`src/logic/ao_cfg_pkg.sv`:
```
// Overview of operation
// - Eight channel select bits in config low byte, set means active, reset all set.
// - Four-channel build reads select bits four to seven as zero.
// - Three-bit span field: 0 2.5V, 1 5V, 2 10V, 3-7 reserved, resets 0.
// - Sync export bit drives clock and trigger onto external sync outputs.
// - Pacing source: 0 internal generator, 2 external clock input, others reserved.
// - Burst source: 0 internal generator, 2 external trigger input, others reserved.
// - Drive wiring bit: 0 single-ended, 1 differential, resets single-ended.
// - Polarity flip inverts external clock and trigger inputs and outputs only.
// - Generator and external clocks accepted only while pacing enable set; resets clear.
// - Read-only pacing accept flag shows whether a clock would act.
// - Soft pacing strobe makes one clock event, self-clears, mirrors board control.
// - Loop mode bit selects circular buffer when set, open when clear.
// - Refill granted rises at frame index zero with loop and request set; resets high.
// - Flush bit empties the buffer and self-clears when done.
// - Read-only empty flag resets one, full flag resets zero.
// - Fill-above-mark flag mirrors the threshold register flag.
// - Overrun set on write to full buffer, held until written zero.
// - Closed-write flag set on write to closed buffer, held until written zero.
// - Burst accept flag reads whether a trigger is honoured; separate burst enable.
// - Soft burst strobe makes one trigger, clears when triggered burst finishes.
// - Only active channels take data; inactive ones hold their last value.
// - A sample written to a full buffer is discarded and sets overrun.
package ao_cfg_pkg;
	localparam logic [7:0] ops_offset = 8'h3c;
	localparam logic [7:0] cfg_offset = 8'h54;
	localparam logic [31:0] ops_reset = 32'h0000_1400;
	localparam logic [31:0] cfg_reset = 32'h0000_00ff;
	localparam logic [31:0] cfg_rw_mask = 32'h0007_ffff;
	// Configuration fields
	localparam int cfg_span_lo = 8;
	localparam int cfg_span_w = 3;
	localparam int cfg_export_bit = 11;
	localparam int cfg_pace_src_lo = 12;
	localparam int cfg_burst_src_lo = 14;
	localparam int cfg_src_w = 2;
	localparam int cfg_diff_bit = 16;
	localparam int cfg_flip_bit = 17;
	localparam int cfg_maint_bit = 18;
	// Operations fields
	localparam int ops_pace_en_bit = 5;
	localparam int ops_pace_ok_bit = 6;
	localparam int ops_soft_pace_bit = 7;
	localparam int ops_loop_bit = 8;
	localparam int ops_refill_req_bit = 9;
	localparam int ops_refill_ok_bit = 10;
	localparam int ops_flush_bit = 11;
	localparam int ops_vacant_bit = 12;
	localparam int ops_mark_bit = 13;
	localparam int ops_saturated_bit = 15;
	localparam int ops_overrun_bit = 16;
	localparam int ops_closed_bit = 17;
	localparam int ops_burst_ok_bit = 18;
	localparam int ops_burst_en_bit = 19;
	localparam int ops_soft_burst_bit = 20;
	// Source codes
	localparam logic [1:0] src_internal = 2'h0;
	localparam logic [1:0] src_external = 2'h2;
	localparam int channels = 8;
	localparam int sample_w = 18;
endpackage : ao_cfg_pkg

```
`src/logic/ao_cfg_regs.sv`:
```
`timescale 1ns/1ps
// Output configuration and buffered-operations control registers
module ao_cfg_regs
	import ao_cfg_pkg::*;
#(
	parameter int channel_count = 8,
	parameter int store_depth_w = 18
) (
	input wire logic mclk,
	input wire logic rst_b,
	input wire logic [7:0] reg_addr,
	input wire logic reg_wr,
	input wire logic reg_rd,
	input wire logic [31:0] reg_wdata,
	output logic [31:0] reg_rdata,
	input wire logic board_pace_strobe,
	input wire logic board_burst_strobe,
	input wire logic rate_pace_tick,
	input wire logic rate_burst_tick,
	input wire logic ext_clock_pin,
	input wire logic ext_trigger_pin,
	input wire logic frame_index_zero,
	input wire logic refill_done,
	input wire logic burst_done,
	input wire logic mark_flag,
	input wire logic store_write,
	input wire logic store_closed,
	input wire logic [store_depth_w:0] store_count,
	input wire logic [store_depth_w:0] store_capacity,
	input wire logic [sample_w:0] src_data,
	input wire logic src_valid,
	output logic src_ready,
	output logic [channels-1:0][sample_w-1:0] chan_value,
	output logic ext_clock_out,
	output logic ext_clock_oe,
	output logic ext_trigger_out,
	output logic ext_trigger_oe,
	output logic [cfg_span_w-1:0] span_code,
	output logic diff_drive,
	output logic out_clock,
	output logic out_trigger,
	output logic store_flush
);
	typedef struct packed {
		logic [31:0] cfg_reg;
		logic [31:0] ops_reg;
		logic [31:0] rdata_reg;
		logic [2:0] chan_reg;
		logic [channels-1:0][sample_w-1:0] val_reg;
		logic clk_out_reg;
		logic clk_oe_reg;
		logic trg_out_reg;
		logic trg_oe_reg;
		logic pace_reg;
		logic burst_reg;
		logic flush_reg;
		logic burst_busy_reg;
		logic clk_prev_reg;
		logic trg_prev_reg;
	} state_type;
	state_type st_reg;
	state_type st_next;
	logic ext_clk_s;
	logic ext_trg_s;
	logic [sample_w:0] buf_data;
	logic buf_valid;
	logic buf_ready;
	logic vacant;
	logic saturated;
	logic [2:0] cur_chan;
	logic clk_edge;
	logic trg_edge;
	// Reserved low bits of the operations word end where pacing enable starts
	localparam int rsvd_w = ops_pace_en_bit;
	localparam logic [2:0] last_chan = 3'(channels - 1);

	// Pin inputs cross through two flops
	sync_in #(.width(2)) pin_sync (
		.mclk(mclk),
		.rst_b(rst_b),
		.pin({ext_clock_pin, ext_trigger_pin}),
		.level({ext_clk_s, ext_trg_s})
	);

	// Two entries absorb a stall while a clock is awaited
	skid_buf #(.width(sample_w + 1)) stage (
		.mclk(mclk),
		.rst_b(rst_b),
		.flush(st_reg.flush_reg),
		.in_data(src_data),
		.in_valid(src_valid),
		.in_ready(src_ready),
		.out_data(buf_data),
		.out_valid(buf_valid),
		.out_ready(buf_ready)
	);

	// Next active channel after cur, wrapping
	function automatic logic [2:0] next_active(input logic [2:0] cur, input logic [7:0] sel);
		logic [2:0] idx;
		logic [2:0] res;
		res = cur;
		for (int i = 1; i <= channels; i++) begin
			idx = 3'(cur + 3'(i));
			if (sel[idx] && res == cur) begin
				res = idx;
			end
		end
		return res;
	endfunction : next_active

	// Pick a clock or trigger by source code; reserved codes give no event
	function automatic logic pick_src(input logic [1:0] code, input logic gen, input logic ext);
		logic r;
		r = 1'b0;
		if (code == src_internal) begin
			r = gen;
		end else if (code == src_external) begin
			r = ext;
		end
		return r;
	endfunction : pick_src

	// Active edge of a synced pin, falling when flipped
	// Edge, not level: a held pin gives one event, an idle inverted pin none
	function automatic logic pin_edge(input logic cur, input logic prev, input logic flip);
		return flip ? (prev && !cur) : (!prev && cur);
	endfunction : pin_edge

	assign vacant = (store_count == '0) && !buf_valid;
	assign saturated = (store_count >= store_capacity);

	logic [7:0] sel_eff;
	logic pace_ok;
	logic burst_ok;
	logic pace_evt;
	logic trig_evt;
	logic wr_cfg;
	logic wr_ops;
	logic flip;
	// Select bits beyond the build's channel count read as zero
	always_comb begin
		sel_eff = st_reg.cfg_reg[channels-1:0];
		for (int c = 0; c < channels; c++) begin
			if (c >= channel_count) begin
				sel_eff[c] = 1'b0;
			end
		end
	end
	assign flip = st_reg.cfg_reg[cfg_flip_bit];
	assign wr_cfg = reg_wr && (reg_addr == cfg_offset);
	assign wr_ops = reg_wr && (reg_addr == ops_offset);
	assign pace_ok = st_reg.ops_reg[ops_pace_en_bit] && buf_valid;
	assign burst_ok = st_reg.ops_reg[ops_burst_en_bit] && !st_reg.burst_busy_reg;
	// Soft strobe bypasses mode and enable
	assign clk_edge = pin_edge(ext_clk_s, st_reg.clk_prev_reg, flip);
	assign trg_edge = pin_edge(ext_trg_s, st_reg.trg_prev_reg, flip);
	assign pace_evt = st_reg.ops_reg[ops_soft_pace_bit] || (st_reg.ops_reg[ops_pace_en_bit]
		&& pick_src(st_reg.cfg_reg[cfg_pace_src_lo +: cfg_src_w], rate_pace_tick,
		clk_edge));
	assign trig_evt = (st_reg.ops_reg[ops_soft_burst_bit] && !st_reg.burst_busy_reg) || (burst_ok
		&& pick_src(st_reg.cfg_reg[cfg_burst_src_lo +: cfg_src_w], rate_burst_tick,
		trg_edge));
	// Current channel, moved on at once if it was just deselected so no word is lost
	assign cur_chan = sel_eff[st_reg.chan_reg] ? st_reg.chan_reg
		: next_active(st_reg.chan_reg, sel_eff);
	assign buf_ready = pace_evt;

	// Register update and status tracking
	always_comb begin
		st_next = st_reg;
		st_next.pace_reg = pace_evt && buf_valid;
		st_next.burst_reg = trig_evt;
		st_next.flush_reg = 1'b0;
		st_next.clk_prev_reg = ext_clk_s;
		st_next.trg_prev_reg = ext_trg_s;
		if (wr_cfg) begin
			st_next.cfg_reg = reg_wdata & cfg_rw_mask;
			st_next.cfg_reg[cfg_maint_bit] = 1'b0;
		end
		if (wr_ops) begin
			st_next.ops_reg[ops_pace_en_bit] = reg_wdata[ops_pace_en_bit];
			st_next.ops_reg[ops_loop_bit] = reg_wdata[ops_loop_bit];
			st_next.ops_reg[ops_burst_en_bit] = reg_wdata[ops_burst_en_bit];
			st_next.ops_reg[rsvd_w-1:0] = reg_wdata[rsvd_w-1:0];
			if (reg_wdata[ops_soft_pace_bit]) st_next.ops_reg[ops_soft_pace_bit] = 1'b1;
			if (reg_wdata[ops_refill_req_bit]) st_next.ops_reg[ops_refill_req_bit] = 1'b1;
			if (reg_wdata[ops_flush_bit]) st_next.ops_reg[ops_flush_bit] = 1'b1;
			if (reg_wdata[ops_soft_burst_bit]) st_next.ops_reg[ops_soft_burst_bit] = 1'b1;
			// Sticky flags clear only by writing zero
			if (!reg_wdata[ops_overrun_bit]) st_next.ops_reg[ops_overrun_bit] = 1'b0;
			if (!reg_wdata[ops_closed_bit]) st_next.ops_reg[ops_closed_bit] = 1'b0;
		end
		if (board_pace_strobe) st_next.ops_reg[ops_soft_pace_bit] = 1'b1;
		if (board_burst_strobe) st_next.ops_reg[ops_soft_burst_bit] = 1'b1;
		// Strobes self-clear once consumed
		if (st_reg.ops_reg[ops_soft_pace_bit]) st_next.ops_reg[ops_soft_pace_bit] = 1'b0;
		if (st_reg.ops_reg[ops_flush_bit]) begin
			st_next.ops_reg[ops_flush_bit] = 1'b0;
			st_next.flush_reg = 1'b1;
		end
		if (trig_evt) st_next.burst_busy_reg = 1'b1;
		if (burst_done && st_reg.burst_busy_reg) begin
			st_next.burst_busy_reg = 1'b0;
			st_next.ops_reg[ops_soft_burst_bit] = 1'b0;
		end
		if (refill_done) st_next.ops_reg[ops_refill_req_bit] = 1'b0;
		if (wr_ops && reg_wdata[ops_refill_req_bit]) begin
			st_next.ops_reg[ops_refill_ok_bit] = 1'b0;
		end
		if (frame_index_zero && st_reg.ops_reg[ops_loop_bit]
				&& st_reg.ops_reg[ops_refill_req_bit]) begin
			st_next.ops_reg[ops_refill_ok_bit] = 1'b1;
		end
		// Set beats clear for hardware events
		if (store_write && saturated) st_next.ops_reg[ops_overrun_bit] = 1'b1;
		if (store_write && store_closed) st_next.ops_reg[ops_closed_bit] = 1'b1;
		st_next.ops_reg[ops_pace_ok_bit] = pace_ok;
		st_next.ops_reg[ops_vacant_bit] = vacant;
		st_next.ops_reg[ops_saturated_bit] = saturated;
		st_next.ops_reg[ops_mark_bit] = mark_flag;
		st_next.ops_reg[ops_burst_ok_bit] = burst_ok;
		// Clocked word goes to the current active channel only; none active drops it
		st_next.chan_reg = cur_chan;
		if (pace_evt && buf_valid && sel_eff != '0) begin
			st_next.val_reg[cur_chan] = buf_data[sample_w-1:0];
			st_next.chan_reg = buf_data[sample_w] ? next_active(last_chan, sel_eff)
				: next_active(cur_chan, sel_eff);
		end
		// Exported sync, inverted when flipped
		st_next.clk_oe_reg = st_reg.cfg_reg[cfg_export_bit];
		st_next.trg_oe_reg = st_reg.cfg_reg[cfg_export_bit];
		st_next.clk_out_reg = st_reg.cfg_reg[cfg_export_bit] && (pace_evt ^ flip);
		st_next.trg_out_reg = st_reg.cfg_reg[cfg_export_bit] && (trig_evt ^ flip);
		st_next.rdata_reg = 32'h0;
		if (reg_rd && reg_addr == cfg_offset) begin
			st_next.rdata_reg = {st_reg.cfg_reg[31:8], sel_eff};
		end else if (reg_rd && reg_addr == ops_offset) begin
			st_next.rdata_reg = st_reg.ops_reg;
		end
	end

	always_ff @(posedge mclk) begin
		if (!rst_b) begin
			st_reg <= '0;
			st_reg.cfg_reg <= cfg_reset;
			st_reg.ops_reg <= ops_reset;
		end else begin
			st_reg <= st_next;
		end
	end

	assign reg_rdata = st_reg.rdata_reg;
	assign chan_value = st_reg.val_reg;
	assign ext_clock_out = st_reg.clk_out_reg;
	assign ext_clock_oe = st_reg.clk_oe_reg;
	assign ext_trigger_out = st_reg.trg_out_reg;
	assign ext_trigger_oe = st_reg.trg_oe_reg;
	assign span_code = st_reg.cfg_reg[cfg_span_lo +: cfg_span_w];
	assign diff_drive = st_reg.cfg_reg[cfg_diff_bit];
	assign out_clock = st_reg.pace_reg;
	assign out_trigger = st_reg.burst_reg;
	assign store_flush = st_reg.flush_reg;
endmodule : ao_cfg_regs

```
`src/logic/skid_buf.sv`:
```
`timescale 1ns/1ps
// Two-entry buffer with valid/ready on both sides
module skid_buf
	import ao_cfg_pkg::*;
#(
	parameter int width = 19
) (
	input wire logic mclk,
	input wire logic rst_b,
	input wire logic flush,
	input wire logic [width-1:0] in_data,
	input wire logic in_valid,
	output logic in_ready,
	output logic [width-1:0] out_data,
	output logic out_valid,
	input wire logic out_ready
);
	typedef struct packed {
		logic [1:0][width-1:0] mem_reg;
		logic rd_reg;
		logic wr_reg;
		logic [1:0] cnt_reg;
		logic ready_reg;
	} state_type;
	state_type st_reg;
	state_type st_next;
	logic push;
	logic pop;

	// Ready comes from a flop so the stall reaches the source without a comb path
	assign in_ready = st_reg.ready_reg;
	assign out_valid = (st_reg.cnt_reg != 2'h0);
	assign out_data = st_reg.mem_reg[st_reg.rd_reg];
	assign push = in_valid && in_ready;
	assign pop = out_valid && out_ready;

	// Pointer ring; flush drops both entries
	always_comb begin
		st_next = st_reg;
		if (push) begin
			st_next.mem_reg[st_reg.wr_reg] = in_data;
			st_next.wr_reg = ~st_reg.wr_reg;
		end
		if (pop) begin
			st_next.rd_reg = ~st_reg.rd_reg;
		end
		st_next.cnt_reg = st_reg.cnt_reg + {1'b0, push} - {1'b0, pop};
		if (flush) begin
			st_next.rd_reg = 1'b0;
			st_next.wr_reg = 1'b0;
			st_next.cnt_reg = 2'h0;
		end
		st_next.ready_reg = (st_next.cnt_reg != 2'h2);
	end

	always_ff @(posedge mclk) begin
		if (!rst_b) begin
			st_reg <= '0;
		end else begin
			st_reg <= st_next;
		end
	end
endmodule : skid_buf

```
`src/logic/sync_in.sv`:
```
`timescale 1ns/1ps
// Two-stage synchroniser for pin inputs
module sync_in
	import ao_cfg_pkg::*;
#(
	parameter int width = 1
) (
	input wire logic mclk,
	input wire logic rst_b,
	input wire logic [width-1:0] pin,
	output logic [width-1:0] level
);
	typedef struct packed {
		logic [width-1:0] first_reg;
		logic [width-1:0] second_reg;
	} state_type;
	state_type st_reg;
	state_type st_next;

	// First stage feeds only the second
	always_comb begin
		st_next = st_reg;
		st_next.first_reg = pin;
		st_next.second_reg = st_reg.first_reg;
	end

	always_ff @(posedge mclk) begin
		if (!rst_b) begin
			st_reg <= '0;
		end else begin
			st_reg <= st_next;
		end
	end

	assign level = st_reg.second_reg;
endmodule : sync_in

```
`config.mk`:
```
export PLATFORM = sky130hd
export DESIGN_NAME = ao_cfg_regs
export DESIGN_NICKNAME = d
export VERILOG_FILES = /design/src/logic/ao_cfg_pkg.sv /design/src/logic/ao_cfg_regs.sv /design/src/logic/skid_buf.sv /design/src/logic/sync_in.sv
export SDC_FILE = /design/constraint.sdc
export NUM_CORES = 1
export LEC_CHECK = 0
export BUFFER_PORTS_ARGS = -buffer_cell sky130_fd_sc_hd__buf_4
export CAP_MARGIN = 20
export CORE_MARGIN = 2
export CORE_UTILIZATION = 51
export DETAILED_ROUTE_END_ITERATION = 8
export GPL_TIMING_DRIVEN = 0
export PLACE_DENSITY = 0.84
export SYNTH_ARGS = -nofsm -noshare
export SYNTH_HDL_FRONTEND = slang
export SYNTH_SLANG_ARGS = --single-unit
```
`constraint.sdc`:
```
create_clock -name mclk -period 7.64 [get_ports mclk]
set_input_delay 1.528 -clock mclk [delete_from_list [all_inputs] [get_ports mclk]]
set_output_delay 1.528 -clock mclk [all_outputs]
set_load 0.03 [all_outputs]
```
After elaboration in Yosys (flattened, before gate mapping)
Index checks and enable logic that the tools add are counted.
- add/subtract/negate cells: 16
- magnitude comparators: 21
- eq/ne operators: 28
- mux-type cells: 103
- bitwise logic cells: 7
- reductions and logical operators: 80
- operators with widths (operator ; count):
    $mux 147 ; 1
    $bwmux 144 ; 1
    $mux 3 ; 40
    $lt 3x4->1 const B ; 16
    $mux 19 ; 3
    $demux 18 s3 ; 1
    $mux 18 ; 3
    $bmux 1 s3 ; 16
    $logic_and 1x1->1 ; 48
    $eq 3x3->1 ; 14
    $bwmux 38 ; 1
    $mux 1 ; 33
    $add 3x3->3 const B ; 8
    $eq 3x3->1 const B ; 7
    $demux 19 s1 ; 1
    $ge 19x19->1 ; 1
    $logic_not 19->1 ; 1
    $reduce_bool 2->1 ; 7
    $add 3x2->3 const B ; 4
    $reduce_or 2->1 ; 6
    $reduce_and 2->1 ; 5
    $eq 8x6->1 const B ; 1
    $eq 8x7->1 const B ; 1
    $reduce_bool 8->1 ; 1
    other kinds (16) ; 35
- register bits after elaboration: 273
- bits of input ports: 114
- output and inout port bits: 188

Depth between registers and ports, before layout
- word-level depth: 60
- gate-level depth with buffers: 27
- depth with buffers taken out: 24

By module
From an unflattened synthesis, not the netlist that was laid out.
- cell total of the unflattened synthesis: 1647
- area, all modules: 13485.4 sq um
- modules (own cells, without submodules) (module ; instances ; cells an instance ; area each (sq um) ; sequential area each (sq um)):
    ao_cfg_regs ; 1 ; 1429 ; 11410.9 ; 4304.1
    skid_buf ; 1 ; 210 ; 1969.4 ; 860.8
    sync_in ; 1 ; 8 ; 105.1 ; 80.1

Worst setup path before layout
No wires, ideal clock.
- path kind: flip-flop to flip-flop
- from: register st_reg[154] in the netlist's numbering
- to: register st_reg[154] in the netlist's numbering
- arrival: 6.015 ns
- setup slack: 1.505 ns
- cell stages (with the launch flop): 28
- path buffers: 6
- period minus slack after synthesis: 6.135 ns
- path through: dfxtp_1 buf_6 buf_12 inv_1 ha_1 dlygate4sd1_1 mux4_2 o32ai_1 nand2_1 a32oi_1 nor3_1 or2_1 buf_6 o311ai_4 buf_6 inv_1 ha_1 buf_4 mux4_2 nand2b_1 a311oi_2 a311oi_1 o311ai_1 and3_1 o31a_2 nand3_2 and4_4 o31a_1
- longest elaborated chain between the ends: 60
- elaborated cells between the ends (all ways): 100
- ends and longest elaborated chain (item ; line ; RTL):
    start, declared ; ao_cfg_regs.sv:61 ; state_type st_reg;
    start signal, assigned ; ao_cfg_regs.sv:249 ; st_reg <= st_next;
    $add 3x1->3 ; ao_cfg_regs.sv:104 ; idx = 3'(cur + 3'(i));
    $bmux 1 s3 ; ao_cfg_regs.sv:105 ; if (sel[idx] && res == cur) begin
    $mux 1 (not written as such) ; ao_cfg_regs.sv:105 ;
    $mux 3 ; ao_cfg_regs.sv:105 ;
    $eq 3x3->1 ; ao_cfg_regs.sv:105 ;
    $logic_and 1x1->1 ; ao_cfg_regs.sv:105 ;
    $mux 3 ; ao_cfg_regs.sv:105 ;
    $eq 3x3->1 ; ao_cfg_regs.sv:105 ;
    (+44 left out) ; - ;
    $logic_and 1x1->1 ; ao_cfg_regs.sv:105 ;
    $mux 3 ; ao_cfg_regs.sv:105 ;
    $mux 3 ; ao_cfg_regs.sv:225 ; if (pace_evt && buf_valid && sel_eff != '0) begin
    $eq 3x3->1 ; ao_cfg_regs.sv:105 ;
    $logic_and 1x1->1 ; ao_cfg_regs.sv:105 ;
    $mux 3 ; ao_cfg_regs.sv:105 ;
    $mux 3 ; ao_cfg_regs.sv:227 ; st_next.chan_reg = buf_data[sample_w] ? next_active(last_chan, sel_eff)
    $mux 147 (*) ; ao_cfg_regs.sv:225 ;
Mark *: on every way between the ends. The rest lies on a longest branch, timed or not. The select of a mux whose other input is x is not followed.
A chain may end at the register's enable or synchronous reset.

Worst setup path in the final report
Ends and elaborated chain as after synthesis.

==> impl_metrics.tcl <==
set metrics [dict create \
    status "completed" \
    tightest_slew_ns 1.17 \
    r2r_start "st_reg[154]" \
    synth_top_cell_by_area "dfxtp_1" \
    grt_pass1_wl_um 60800 \
    rsz0062_at_grt "false" \
    route.detailed.drc 0 \
    skew_ns 0.0236 \
    syn-instance-count 1482 \
    met3_length_um 3330 \
    grt_util_all_layers_pct 28.6 \
    largest_register_ffs 144 \
    initial_utilization_pct 51.9 \
    crit_path_start_kind "flip-flop" \
    relSlewSlack_pct 19.6 \
    cts_tree "built" \
    synthArstFlopShare_pct 0 \
    arrival_ns 7.54 \
    hold_ws_ns 0.441 \
    cts_sinks 262 \
    antenna_found_initial 0 \
    path_clk_slew_ns 0.06 \
    p_leak_nw 7.04 \
    placed_cells 2109 \
    num_rows 58 \
    critPathKind "flip-flop to flip-flop" \
    drt_iter0_drc 974 \
    rrSetupSlack_ns 0.53 \
    post_drt_wl_per_cell_um 18.5 \
    routabilityCongestion 0.978 \
    ys.flop_type "dfxtp_1" \
    met1_length_um 15800 \
    fillers 1983 \
    wl_met2_um 18800 \
    instances_no_fill 2164 \
    numCtsBuffers 26 \
    synth.area.top_cells "dfxtp_1 (40%), buf_4 (11%), a211oi_1 (8.5%)" \
    worstSetupEndpointType "flip-flop" \
    drive_gt1_share_pct 32.2 \
    htree_levels 1 \
    cellPowerDensity_mw_per_mm2 191 \
    clockBufferDepth 3 \
    synth_seq_area_share_pct 40.1 \
    die_y_um 164 \
    synth_common_cells "dfxtp_1 (262), nor2_1 (199), buf_4 (183), nand2_1 (180), a211oi_1 (148)" \
    ys_warn_count 0 \
    design_area_sq_mm 0.0166 \
    synth_most_common_cell "dfxtp_1" \
    diodes 0 \
    endpoint "st_reg[154]" \
    placed_cell_area_sq_mm 0.0157 \
    syn_area_per_cell_sq_um 8.83 \
    max_freq_ghz 0.141 \
    viasPerCell 5.50 \
    dpl.hpwl_um 30500 \
    r2r_cells 24 \
    hold_viol_final 0 \
    startpoint "st_reg[154]" \
    cp.required_ns 8.07 \
    die_x_um 164 \
    setup_viol 0 \
    synth_edf_count 0 \
    route.top_layer_used "met4" \
    fp.dieArea_sq_mm 0.0269 \
    first_global_vias 11397 \
    root_buffer "clkbuf_16" \
    cp_max_fo 10 \
    drt_pass1_iterations 6 \
    vias 11894 \
    ant_nets 0 \
    reg2reg_to "st_reg[154]" \
    core_area_sq_mm 0.0252 \
    final_nets 1957 \
    max_cap_viol_count 0 \
    period_needed_ns 7.11 \
    synth.ff_latch_count 262 \
    grt_overflow 0 \
    syn-cell-area_sq_mm 0.0131 \
    irDropWorstVdd_v 0.000161 \
    worstSkewPairLatency_ns 0.54 \
    num_io_pins 302 \
    maxSlewViolCount 0 \
    grt_max_degree 15 \
    io_buffers 278 \
    fin_crit_sh_pct 93.1 \
    min_path_type "flip-flop to flip-flop" \
    post_synth_num_cell_types 83 \
    min_path_cells 1 \
    finalWirelength_um 39900 \
    syn_to_final_growth_pct 27.2 \
    synth_top_area_share_pct 40.1 \
]
==> per-stage QoR <==
stage	TNS [ns]	total power, mW	setup slack, ns	util [%]
floorplan	0	1.71	1.50	-
global placement	0	1.85	0.223	62.0
detailed placement	-0.0248	1.87	-0.0248	62.3
CTS	0	3.17	0.202	65.9
global route	0	3.26	0.0999	66.1
finish	0	3.17	0.530	66.1
==> worst min-delay path by stage <==
stage | startpoint | end | slack [ns]
floorplan | st_reg[207] | reg_rdata[18] | 0.41
global placement | st_reg[207] | reg_rdata[18] | 0.41
detailed placement | pin_sync.st_next[1] | pin_sync.level[1] | 0.43
CTS | pin_sync.st_next[1] | pin_sync.level[1] | 0.44
global route | pin_sync.st_next[1] | pin_sync.level[1] | 0.46
finish | pin_sync.st_next[1] | pin_sync.level[1] | 0.44
==> placed cells by master, fill, tap and decap left out, types with 14 or more instances in the layout <==
master,instances
dfxtp_1,262
nor2_1,199
a211oi_1,148
clkbuf_1,68
buf_4,476
inv_1,33
mux2i_1,49
a21oi_1,78
a22o_1,14
clkbuf_16,26
mux4_2,18
o21ai_0,19
ha_1,29
nand2_1,180
==> layer usage <==
| layer | vias to the layer above | GRT usage (%) |
|---|---|---|
| met5 | - | 0 |
| met4 | 0 | 13.8 |
| met3 | 110 | 4.77 |
| met2 | 599 | 48.8 |
| met1 | 5539 | 35.0 |
| li1 | 5646 | - |
==> worst max-delay path, cell delays in order, from the launching register on <==
cell and delay [ns]:
dfxtp_1 0.44, buf_6 0.22, buf_12 0.16, inv_1 0.14, ha_1 0.30, xnor2_2 0.34, mux4_2 0.61, o32ai_1 0.30
nand2_1 0.08, a32oi_1 0.33, nor3_1 0.13, nor2_1 0.36, o21ai_0 0.23, xnor2_2 0.39, clkinvlp_4 0.30, ha_1 0.27
xnor2_1 0.33, nor2_1 0.11, or2_2 0.34, a311oi_1 0.49, a2bb2oi_1 0.30, o31a_2 0.21, nand3_2 0.11, and4_4 0.21
o31a_1 0.28
==> repair_timing <==
| action | 4_1_cts | 5_1_grt |
|---|---|---|
| pin swaps | 0 | 1 |
| resized for setup | 1 | 2 |
| buffers inserted | 0 | 4 |
| endpoints found under the setup margin | 1 | 3 |
| hold buffers | 0 | 0 |
==> report_power, final <==
part	switching [mW]	internal, mW	leakage, nW
Combinational	0.255	0.174	4.48
Clock	0.547	0.775	0.443
Sequential	0.0203	1.40	2.12
Total	0.822	2.35	7.04
==> final cells by class <==
| class | count | area (sq um) | area share (%) |
|---|---|---|---|
| Buffer | 268 | 1780 | 10.7 |
| Tap cell | 330 | 413 | 2.48 |
| Inverter | 36 | 139 | 0.835 |
| Clock inverter | 10 | 121 | 0.729 |
| Clock buffer | 38 | 776 | 4.66 |
| Sequential cell | 262 | 5250 | 31.5 |
| Timing Repair Buffer | 294 | 2200 | 13.3 |
| Multi-Input combinational cell | 926 | 5960 | 35.8 |
==> cells by family after synthesis <==
kind of cell	synth area share, %
muxes	8.79
other	0.0287
AOI/OAI and AO/OA	17.5
and+or+nand+nor	14.9
DFF	40.1
adders and majority gates	2.77
xor gates and xnor gates	1.15
buffers and inverters	14.7
Note: power is estimated with default switching activity, not from simulation.
